`src/shared/sps_regs.vh`:
```
/*
 Constants for the supervisor pin logic: timing counts and watchdog period codes.
 Assumes a 10 MHz system clock; counts are derived from times in their own units.
*/
`ifndef SPS_REGS_VH
`define SPS_REGS_VH

// ----------------------------------------------------------------
// Clock and reset stretch
// ----------------------------------------------------------------
`define SPS_CLK_HZ            10000000
`define SPS_RST_STRETCH_MS    250
`define SPS_RST_STRETCH_CYC   ((`SPS_CLK_HZ / 1000) * `SPS_RST_STRETCH_MS)

// ----------------------------------------------------------------
// Watchdog period codes {hi,lo} and default periods in ms
// ----------------------------------------------------------------
`define SPS_WD_CODE_P0        2'b00
`define SPS_WD_CODE_P1        2'b01
`define SPS_WD_CODE_P2        2'b10
`define SPS_WD_CODE_OFF       2'b11
`define SPS_WD_P0_MS          1400
`define SPS_WD_P1_MS          600
`define SPS_WD_P2_MS          200
`define SPS_WD_P0_CYC         ((`SPS_CLK_HZ / 1000) * `SPS_WD_P0_MS)
`define SPS_WD_P1_CYC         ((`SPS_CLK_HZ / 1000) * `SPS_WD_P1_MS)
`define SPS_WD_P2_CYC         ((`SPS_CLK_HZ / 1000) * `SPS_WD_P2_MS)

// ----------------------------------------------------------------
// Serial framing and timer counter width
// ----------------------------------------------------------------
`define SPS_BITS_PER_BYTE     4'h8
`define SPS_CNT_W             25

`endif

```
`src/hdl/sps_sync.v`:
```
/*
 Two flip-flop synchroniser for a group of pin inputs.
 Assumes the inputs are asynchronous to mclk_i; output is two edges late.
*/
`timescale 1ns/1ps

module sps_sync #(
   parameter W = 4
) (
   input  wire         mclk_i,
   input  wire         sys_rst_i,
   input  wire [W-1:0] async_i,
   input  wire [W-1:0] rst_val_i,
   output reg  [W-1:0] sync_o
);

   reg [W-1:0] stage1;

   // First stage feeds only the second; reset values come from constants at the
   // instance, and the reset is synchronous so no async load of a port occurs.
   always @(posedge mclk_i) begin
      if (sys_rst_i) begin
         stage1 <= rst_val_i;
         sync_o <= rst_val_i;
      end else begin
         stage1 <= async_i;
         sync_o <= stage1;
      end
   end

endmodule // sps_sync

```
`src/hdl/sps_supervisor.v`:
```
/*
 Pin logic of an SPI supervisor: select front end, mode 3 shifter, write-protect gate,
 watchdog restarted by select falling edges, and stretched open-drain reset output.
 Assumes the host is an SPI master with SCK far slower than mclk_i; the NV write
 engine, instruction decode and undervoltage comparator sit outside this block.
*/
// Notes on behaviour
// - Select high deselects the device and floats the serial output.
// - Select high means standby unless a nonvolatile write is still running.
// - No operation starts until a select falling edge is seen after power-up.
// - Each select falling edge restarts the watchdog count from zero.
// - No select falling edge within the timeout asserts reset; host must kick.
// - Serial output is push-pull and changes on each SCK falling edge.
// - Serial input is latched on each SCK rising edge.
// - Write-protect low refuses nonvolatile writes; high lets them proceed.
// - Reset output is active low, open drain, driven only when asserted.
// - Reset asserts at power-up and undervoltage, stretched 250ms after recovery.
// - Enabled watchdog asserts reset when select stays static past the timeout.
// - Timeout is chosen by two nonvolatile period bits kept across power loss.
// - Reset blocks serial traffic; undervoltage ends any transfer in progress.
`timescale 1ns/1ps
`include "sps_regs.vh"

module sps_supervisor #(
   parameter RST_STRETCH_CYC = `SPS_RST_STRETCH_CYC,
   parameter WD_P0_CYC       = `SPS_WD_P0_CYC,
   parameter WD_P1_CYC       = `SPS_WD_P1_CYC,
   parameter WD_P2_CYC       = `SPS_WD_P2_CYC
) (
   input  wire       mclk_i,
   input  wire       sys_rst_i,
   input  wire       select_and_watchdog_kick_pin_n_i,
   input  wire       sck_i,
   input  wire       si_i,
   input  wire       write_protect_n_i,
   input  wire       undervoltage_i,
   input  wire       watchdog_period_bit_hi_i,
   input  wire       watchdog_period_bit_lo_i,
   input  wire       nv_write_req_i,
   input  wire       nv_write_busy_i,
   input  wire [7:0] tx_byte_i,
   output reg  [7:0] rx_byte_o,
   output reg        rx_valid_o,
   output wire       tx_load_o,
   output reg        so_o,
   output wire       so_oe_o,
   output wire       nv_write_go_o,
   output wire       standby_o,
   output wire       frame_start_o,
   output wire       reset_n_o,
   output wire       reset_n_oe_o
);

   // ----------------------------------------------------------------
   // Input synchronisers
   // ----------------------------------------------------------------
   wire [4:0] pin_s;
   sps_sync #(.W(5)) u_sync (
      .mclk_i    (mclk_i),
      .sys_rst_i (sys_rst_i),
      .async_i   ({select_and_watchdog_kick_pin_n_i, sck_i, si_i,
                   write_protect_n_i, undervoltage_i}),
      .rst_val_i (5'h19),
      .sync_o    (pin_s)
   );
   wire cs_n = pin_s[4];
   wire sck  = pin_s[3];
   wire si   = pin_s[2];
   wire wp_n = pin_s[1];
   wire uv   = pin_s[0];

   // ----------------------------------------------------------------
   // Edge detection
   // ----------------------------------------------------------------
   reg cs_n_d;
   reg sck_d;
   always @(posedge mclk_i) begin
      if (sys_rst_i) begin
         cs_n_d <= 1'b1;
         // Matches the idle-high clock so no false edge follows reset
         sck_d  <= 1'b1;
      end else begin
         cs_n_d <= cs_n;
         sck_d  <= sck;
      end
   end
   wire cs_fall  = cs_n_d & ~cs_n;
   wire sck_rise = ~sck_d & sck;
   wire sck_fall = sck_d & ~sck;

   // ----------------------------------------------------------------
   // Reset generation and stretch
   // ----------------------------------------------------------------
   reg [`SPS_CNT_W-1:0] stretch_cnt;
   reg                  rst_active;
   reg [`SPS_CNT_W-1:0] wd_cnt;
   wire                 wd_expire;

   // Power-up enters with the counter loaded, so reset stands a full stretch
   always @(posedge mclk_i) begin
      if (sys_rst_i) begin
         stretch_cnt <= RST_STRETCH_CYC[`SPS_CNT_W-1:0];
         rst_active  <= 1'b1;
      end else if (uv || wd_expire) begin
         stretch_cnt <= RST_STRETCH_CYC[`SPS_CNT_W-1:0];
         rst_active  <= 1'b1;
      end else if (stretch_cnt != {`SPS_CNT_W{1'b0}}) begin
         stretch_cnt <= stretch_cnt - 1'b1;
         rst_active  <= 1'b1;
      end else begin
         rst_active  <= 1'b0;
      end
   end

   assign reset_n_o    = 1'b0;
   assign reset_n_oe_o = rst_active;

   // ----------------------------------------------------------------
   // Watchdog
   // ----------------------------------------------------------------
   // Period bits live in NV storage outside; they are static so no sync needed
   wire [1:0] wd_code = {watchdog_period_bit_hi_i, watchdog_period_bit_lo_i};
   reg  [`SPS_CNT_W-1:0] wd_limit;
   always @* begin
      case (wd_code)
         `SPS_WD_CODE_P0: wd_limit = WD_P0_CYC[`SPS_CNT_W-1:0];
         `SPS_WD_CODE_P1: wd_limit = WD_P1_CYC[`SPS_CNT_W-1:0];
         `SPS_WD_CODE_P2: wd_limit = WD_P2_CYC[`SPS_CNT_W-1:0];
         default:         wd_limit = {`SPS_CNT_W{1'b0}};
      endcase
   end
   wire wd_enabled = (wd_code != `SPS_WD_CODE_OFF);

   // Count is held clear during reset so a fresh timeout follows release
   always @(posedge mclk_i) begin
      if (sys_rst_i) begin
         wd_cnt <= {`SPS_CNT_W{1'b0}};
      end else if (cs_fall || rst_active || !wd_enabled) begin
         wd_cnt <= {`SPS_CNT_W{1'b0}};
      end else if (wd_cnt < wd_limit) begin
         wd_cnt <= wd_cnt + 1'b1;
      end
   end
   assign wd_expire = wd_enabled && !rst_active && (wd_cnt >= wd_limit);

   // ----------------------------------------------------------------
   // Select front end
   // ----------------------------------------------------------------
   reg armed;
   reg active;
   always @(posedge mclk_i) begin
      if (sys_rst_i) begin
         armed  <= 1'b0;
         active <= 1'b0;
      end else if (rst_active) begin
         active <= 1'b0;
         armed  <= armed;
      end else if (cs_fall) begin
         armed  <= 1'b1;
         active <= 1'b1;
      end else if (cs_n) begin
         active <= 1'b0;
      end
   end
   assign frame_start_o = cs_fall & ~rst_active;
   assign standby_o     = cs_n & ~nv_write_busy_i;

   // ----------------------------------------------------------------
   // Shifter
   // ----------------------------------------------------------------
   reg [7:0] rx_shift;
   reg [3:0] rx_cnt;
   reg [7:0] tx_shift;
   reg       first_bit;
   wire      shift_ok = active & armed & ~cs_n;

   always @(posedge mclk_i) begin
      if (sys_rst_i) begin
         rx_shift   <= 8'h00;
         rx_cnt     <= 4'h0;
         rx_byte_o  <= 8'h00;
         rx_valid_o <= 1'b0;
      end else begin
         rx_valid_o <= 1'b0;
         if (!shift_ok) begin
            rx_cnt <= 4'h0;
         end else if (sck_rise) begin
            rx_shift <= {rx_shift[6:0], si};
            if (rx_cnt == `SPS_BITS_PER_BYTE - 4'h1) begin
               rx_cnt     <= 4'h0;
               rx_byte_o  <= {rx_shift[6:0], si};
               rx_valid_o <= 1'b1;
            end else begin
               rx_cnt <= rx_cnt + 4'h1;
            end
         end
      end
   end

   // Next byte is loaded at the byte's last rising edge so falling edges shift it
   assign tx_load_o = shift_ok & sck_rise & (rx_cnt == `SPS_BITS_PER_BYTE - 4'h1);

   always @(posedge mclk_i) begin
      if (sys_rst_i) begin
         tx_shift  <= 8'h00;
         so_o      <= 1'b0;
         first_bit <= 1'b1;
      end else if (!shift_ok) begin
         first_bit <= 1'b1;
      end else if (tx_load_o) begin
         first_bit <= 1'b1;
      end else if (sck_fall) begin
         if (first_bit) begin
            so_o      <= tx_byte_i[7];
            tx_shift  <= {tx_byte_i[6:0], 1'b0};
            first_bit <= 1'b0;
         end else begin
            so_o     <= tx_shift[7];
            tx_shift <= {tx_shift[6:0], 1'b0};
         end
      end
   end
   // Push-pull while selected in a frame started outside reset; floats while deselected
   assign so_oe_o = shift_ok;

   // ----------------------------------------------------------------
   // Write-protect gate
   // ----------------------------------------------------------------
   assign nv_write_go_o = nv_write_req_i & wp_n & ~rst_active & armed;

endmodule // sps_supervisor

```
`config.mk`:
```
export PLATFORM = sky130hd
export DESIGN_NAME = sps_supervisor
export DESIGN_NICKNAME = d
export VERILOG_FILES = /design/src/hdl/sps_sync.v /design/src/hdl/sps_supervisor.v
export VERILOG_INCLUDE_DIRS = /design/src /design/src/shared
export SDC_FILE = /design/constraint.sdc
export NUM_CORES = 1
export LEC_CHECK = 0
export CORE_MARGIN = 8
export CORE_UTILIZATION = 52
export CTS_BUF_LIST = sky130_fd_sc_hd__clkbuf_4
export CTS_CLUSTER_DIAMETER = 200
export DETAILED_ROUTE_END_ITERATION = 8
export DONT_BUFFER_PORTS = 1
export GPL_TIMING_DRIVEN = 0
export PLACE_DENSITY = 0.66
export SYNTH_ARGS = -nofsm -noshare
export SYNTH_HDL_FRONTEND = slang
export SYNTH_SLANG_ARGS = --single-unit
```
`constraint.sdc`:
```
create_clock -name mclk_i -period 8.2 [get_ports mclk_i]
set_input_delay 1.64 -clock mclk_i [delete_from_list [all_inputs] [get_ports mclk_i]]
set_output_delay 1.64 -clock mclk_i [all_outputs]
set_load 0.005 [all_outputs]
```
# After elaboration in Yosys (flattened, before gate mapping)
# Cells that the tools add are included.
# totals
regBits,95
latch_bits,0
ram_bits,0
rom_bits,0
inputBits,19
out_inout_bits,17
memories,0
# op_classes
add_sub_neg,3
mul,0
n_div,0
magnitude_cmp,2
eq_ne,4
n_shift,0
n_mux,8
bitwise_logic,20
reduce_logical,20
# ops
cell,count
24-bit case mux with 3 select lines,1
25-bit by 1-bit adder with 25-bit output (second input constant),1
25-bit >= comparator,1
25-bit less-than comparator,1
25-bit nonzero test,1
25-bit by 1-bit subtractor with 25-bit output (second input constant),1
1-bit bitwise AND,12
8-bit two-way mux,1
1-bit inverter,8
2-bit OR reduction,4
3-bit AND reduction,2
3-bit OR reduction,2
1-bit two-way mux,5
4-bit by 1-bit adder with 4-bit output (second input constant),1
4-bit by 3-bit == test with 1-bit output (second input constant),1
4-bit two-way mux,1
2-bit AND reduction,2
1-bit logical OR,3
2-bit by 1-bit == test with 1-bit output (second input constant),1
2-bit == test (second input constant),1
1-bit logical AND,2
1-bit zero test,2
2-bit zero test,1
2-bit inequality test (second input constant),1
2-bit nonzero test,1

# Logic depth before layout (Yosys ltp)
# depth
depth_word,6
depth_mapped,12

# Cells and area by module
# A second synthesis with hierarchy kept.
# hier_totals
cells_unflattened,502
area_unflattened_um2,4579.4
# by_module_without_submodules
mod,n_inst,cells_per_inst,area_each_um2
sps_supervisor,1,481,4217.8
sps_sync,1,21,361.6

# Worst setup path before layout
# Ideal clock, no wire load.
# synth_path
path_kind,input to register
start,input watchdog_period_bit_hi_i
end,"register rst_active, in the netlist reset_n_oe_o"
setup_ps,127
arrival_time_ps,4181
slack_ps,3892
cell_stages,10
path_cell_list,inv_1 > ha_1 > o21ai_0 > ha_1 > and4bb_1 > and4b_1 > a211o_1 > a211oi_4 > nand2_2 > or3_1
# synth_between
elab_chain_cells,6
# synth_rtl
item,line_no,source
start: declaration,sps_supervisor.v:37,"input wire watchdog_period_bit_hi_i,"
"2-bit == test, or another cell as far along",sps_supervisor.v:125,case (wd_code)
24-bit case mux with 3 select lines,sps_supervisor.v:125,
25-bit >= comparator,sps_supervisor.v:144,assign wd_expire = wd_enabled && !rst_active && (wd_cnt >= wd_limit);
1-bit logical AND (*),sps_supervisor.v:144,
1-bit logical OR (*),sps_supervisor.v:104,end else if (uv || wd_expire) begin
2-bit OR reduction (no source line) (*),-,
end signal: assignment,sps_supervisor.v:103,rst_active <= 1'b1;
end signal: assignment,sps_supervisor.v:106,rst_active <= 1'b1;
end signal: assignment,sps_supervisor.v:109,rst_active <= 1'b1;
end: declaration,sps_supervisor.v:95,reg rst_active;
# Mark *: on every way between the ends. The rest lies on a longest branch, timed or not.
# A chain may end at the register's enable or synchronous reset.

# Final worst setup path
# Ends and elaborated chain as after synthesis.

==> results.txt <==
----------------------------------------------------
[Global route]
  Number of antenna violations at the first check in global routing ... 0
  Wire length of the first global-routing pass ... ~16000 µm
  Number of global-route vias before repair ... 3362
  Most heavily used metal layer in global routing ... met2
  Residual overflow from global routing ... 0
  Global-route track usage on met1 ... around 21%
  Global-route met3 utilization ... 2.93%
  GRT Util Overall ... about 16%
  Pin count of the biggest net entering global routing ... 17
  Met2 track demand over resource in global routing ... 26.4%

[Placed design]
  Routability congestion estimate ... 0.831
  Count of buffers inserted at the top-level ports ... 0
  Setup slack at placement ... approximately 3.3 ns
  Inst Count DP ... roughly 610
  Half-perimeter wire length after detailed placement ... between 6000 and 7000 µm

[Setup path]
  Crit-path max cell delay ... around 0.53 ns
  Critical Path Start ... watchdog_period_bit_hi_i
  Kind of end point of the critical path ... register
  Number of cells on the worst reg-to-reg path ... 7
  Cell repeated most along the worst path ... sky130_fd_sc_hd__ha_1
  Critical Path, Cell by Cell ... inv_1 -> ha_1 -> o21ai_0 -> ha_1 -> and4bb_1 -> and4b_1 -> a211o_1 -> a211oi_4 -> nand2_2 -> or3_1
  Critical Path Start Type ... input port
  Data required time of the worst path ... 8.52 ns
  Worst EP arrival ... 4.78 ns
  Cell depth of the worst setup path ... 10
  R2R Path Start ... wd_cnt[23]
  Kind of critical path ... in -> reg
  Peak fanout along the critical path ... 10
  Total buffers and inverters traversed by the critical path ... 1
  CP max-delay cell ... sky130_fd_sc_hd__o21ai_0
  Reg2Reg Capture Point ... reset_n_oe_o
  FF-to-FF setup slack ... between 5 and 6 ns
  CP endpoint ... reset_n_oe_o
  Family of cells with the greatest summed delay on the critical path ... compound AO/OA/AOI/OAI gates

[Synthesis]
  Async set-reset flop share out of synthesis ... 0%
  Flops & latches, synth ... between 90 and 100
  Instance count of the mapped netlist ... 505
  Number of nets produced by synthesis ... about 540
  Sequential cell area fraction in the yosys report ... ~42%
  Count of flip-flops with a built-in enable after synthesis ... 0
  Syn Std Cell Area ... ~4500 µm²
  Count of distinct cell types in the synthesized netlist ... 52
  Syn avg cell area ... approximately 9 µm²
  Ys flop type ... sky130_fd_sc_hd__dfxtp_1
  Number of warnings printed during yosys synthesis ... 0

[STA]
  Final Hold Viols ... 0
  Setup repair after global routing missed its margin ... false
  Maximum clock frequency ... approximately 0.22 GHz
  Final setup violation count ... 0
  Total negative slack ... 0 ns
  Slack of the critical path ... between 3 and 4 ns
  Slew headroom ... between 50% and 60%
  Least-Margin Pin Slew ... 0.733 ns
  Clk_skew ... 0.0217 ns
  Clock period minus worst slack ... 4.47 ns
  Max-slew violations ... 0
  Period utilisation layout ... a little over half

[Route]
  Mean routed wirelength per cell ... around 15 µm
  DRT antenna net count ... 0
  Remaining routing DRC violations ... 0
  Mean number of vias per cell ... around 5.7
  Via Count ... around 3600
  Total wire length after detailed routing ... ~9600 µm
  First-pass DRT Iterations ... 4
  Count of routing violations after the opening detailed-route iteration ... ~130

[Finish]
  NumNets Final ... 555
  Final cell count without fillers ... around 630
  Syn-to-layout area delta ... 7.06%
  Combined area of the multi-input logic cells ... approximately 2500 µm²
  Area taken by flip-flops and latches ... 1880 µm²
  Antenna diode count ... 0
  Fillers ... around 800
  Layout cells sized above 1 ... under 10%

[Floorplan]
  Area of the die ... approximately 12000 µm²
  DIE WIDTH ... 109 µm
  Site row count ... 34
  Initial Util ... between 50 and 60%
  Top-level I/O count ... 36
  Die Span Y ... between 100 and 150 µm
  Core Box Area ... roughly 8600 µm²

[Power and ir drop]
  P_sw ... about 0.18 mW
  Combinational group share of total power ... about 3.4%
  Switching part of the total ... around 22%
  Internal power component ... between 0.6 and 0.7 mW
  Sequential cell fraction of total power ... a little under three fifths
  Clock network fraction of design power ... between 30% and 40%
  Peak supply drop ... approximately 0.12 mV
  Power Total ... between 0.8 and 0.9 mW
  Leakage ... between 1.5 and 2 nW
  Power per cell area ... ~170 nW/µm²

[Clock tree]
  Latest clock arrival within the worst-skew pair ... about 0.44 ns
  TritonCTS clock tree ... yes
  Clock transition at the registers of the reported paths ... roughly 0.15 ns
  CTS resizes ... 0
  Buffer depth of the longest clock path ... 2
  Number of buffers created by CTS ... 9
  Clock root buffer ... sky130_fd_sc_hd__clkbuf_4
  Number of levels in the clock H-tree ... 3
  Number of sinks on the clock net ... 94
  Number of buffers inserted to repair setup after CTS ... 0
  Hold_buf cts ... 0

[Status]
  Outcome ... finished, final reports clean

[Worst hold path]
  Hold crit path type ... reg -> reg

[Job]
  Max-cap violation count ... 0

----------------------------------------------------
[stage by stage]
| step | utilization [%] | hold WS (ns) | area (µm²) |
|---|---|---|---|
| after global placement | 54.3 | 0.396 | 4670 |
| after detailed placement | 54.3 | 0.396 | 4670 |
| final | 56.5 | 0.421 | 4850 |
| after CTS | 56.5 | 0.411 | 4850 |
| after global routing | 56.5 | 0.425 | 4850 |
| after floorplan | - | 0.389 | 4530 |
[how the worst min path moves through the flow]
stage / startpoint / endpoint / depth (start not counted)
after global routing: u_sync.stage1[3] / u_sync.sync_o[3] / 1
after CTS: u_sync.stage1[3] / u_sync.sync_o[3] / 1
after detailed placement: u_sync.stage1[4] / u_sync.sync_o[4] / 1
after global placement: u_sync.stage1[0] / u_sync.sync_o[0] / 1
after floorplan: u_sync.stage1[0] / u_sync.sync_o[0] / 1
final: u_sync.stage1[3] / u_sync.sync_o[3] / 1
[layout by cell type, fill, tap and decap left out, drive strengths merged, types with 11 or more instances in the layout]
cell,count
buf,11
xor2,15
o31ai,14
or2,11
mux2i,24
nand3,25
a211oi,13
nor2,64
xnor2,11
clkbuf,21
inv,17
a21oi,31
ha,20
or4,16
nand2,27
dfxtp,94
[power by group through the flow]
stage	Sequential, mW	Combinational (mW)	Clock [mW]
after global placement	0.472	0.0265	0
after global routing	0.463	0.0311	0.341
after detailed placement	0.472	0.0269	0
final	0.462	0.0274	0.318
after floorplan	0.471	0.0215	0
after CTS	0.462	0.0272	0.323
[cells in the mapped netlist, types with 11 or more instances]
master | instances | share of area [%]
sky130_fd_sc_hd__dfxtp_1 | 94 | 42
sky130_fd_sc_hd__nor2_1 | 64 | 5.3
sky130_fd_sc_hd__a21oi_1 | 29 | 3.2
sky130_fd_sc_hd__nand2_1 | 26 | 2.2
sky130_fd_sc_hd__mux2i_1 | 24 | 5.3
sky130_fd_sc_hd__nand3_1 | 24 | 2.6
sky130_fd_sc_hd__ha_1 | 20 | 5.5
sky130_fd_sc_hd__or4_1 | 16 | 2.6
sky130_fd_sc_hd__inv_1 | 15 | 1.2
sky130_fd_sc_hd__xor2_1 | 15 | 2.9
sky130_fd_sc_hd__o31ai_1 | 14 | 2.3
sky130_fd_sc_hd__clkbuf_1 | 12 | 0.99
sky130_fd_sc_hd__or2_2 | 11 | 1.5
sky130_fd_sc_hd__xnor2_1 | 11 | 2.1
[final cells by class]
cell class                      count  area share (%)
Tap cell                          108            2.78
Clock inverter                      6            2.42
Multi-Input combinational cell    373            50.8
Clock buffer                        9            1.39
Buffer                             23            2.68
Inverter                           15            1.16
Sequential cell                    94            38.8
[layer usage]
metal	share of wire (%)	vias to the layer above
met3	3.9	9
met1	47	1675
met5	0	-
met4	1.3	0
met2	48	60
li1	-	1842
[kinds of logic after synthesis]
group / share of synthesized area [%]
other: 0.0827
xor gates and xnor gates: 5.02
and+or+nand+nor: 26.7
muxes: 5.30
adders and majority gates: 5.52
DFF: 41.5
buffers and inverters: 4.11
AOI/OAI and AO/OA: 11.7
[sequential cells by signal (all words and copies together), names as in the netlist, 4 cells and up]
name,count
rx_byte_o,8
rx_cnt,4
rx_shift,7
stretch_cnt,25
tx_shift,7
u_sync.stage1,5
u_sync.sync_o,5
wd_cnt,25
No activity file was read; power rests on OpenSTA's default activity.
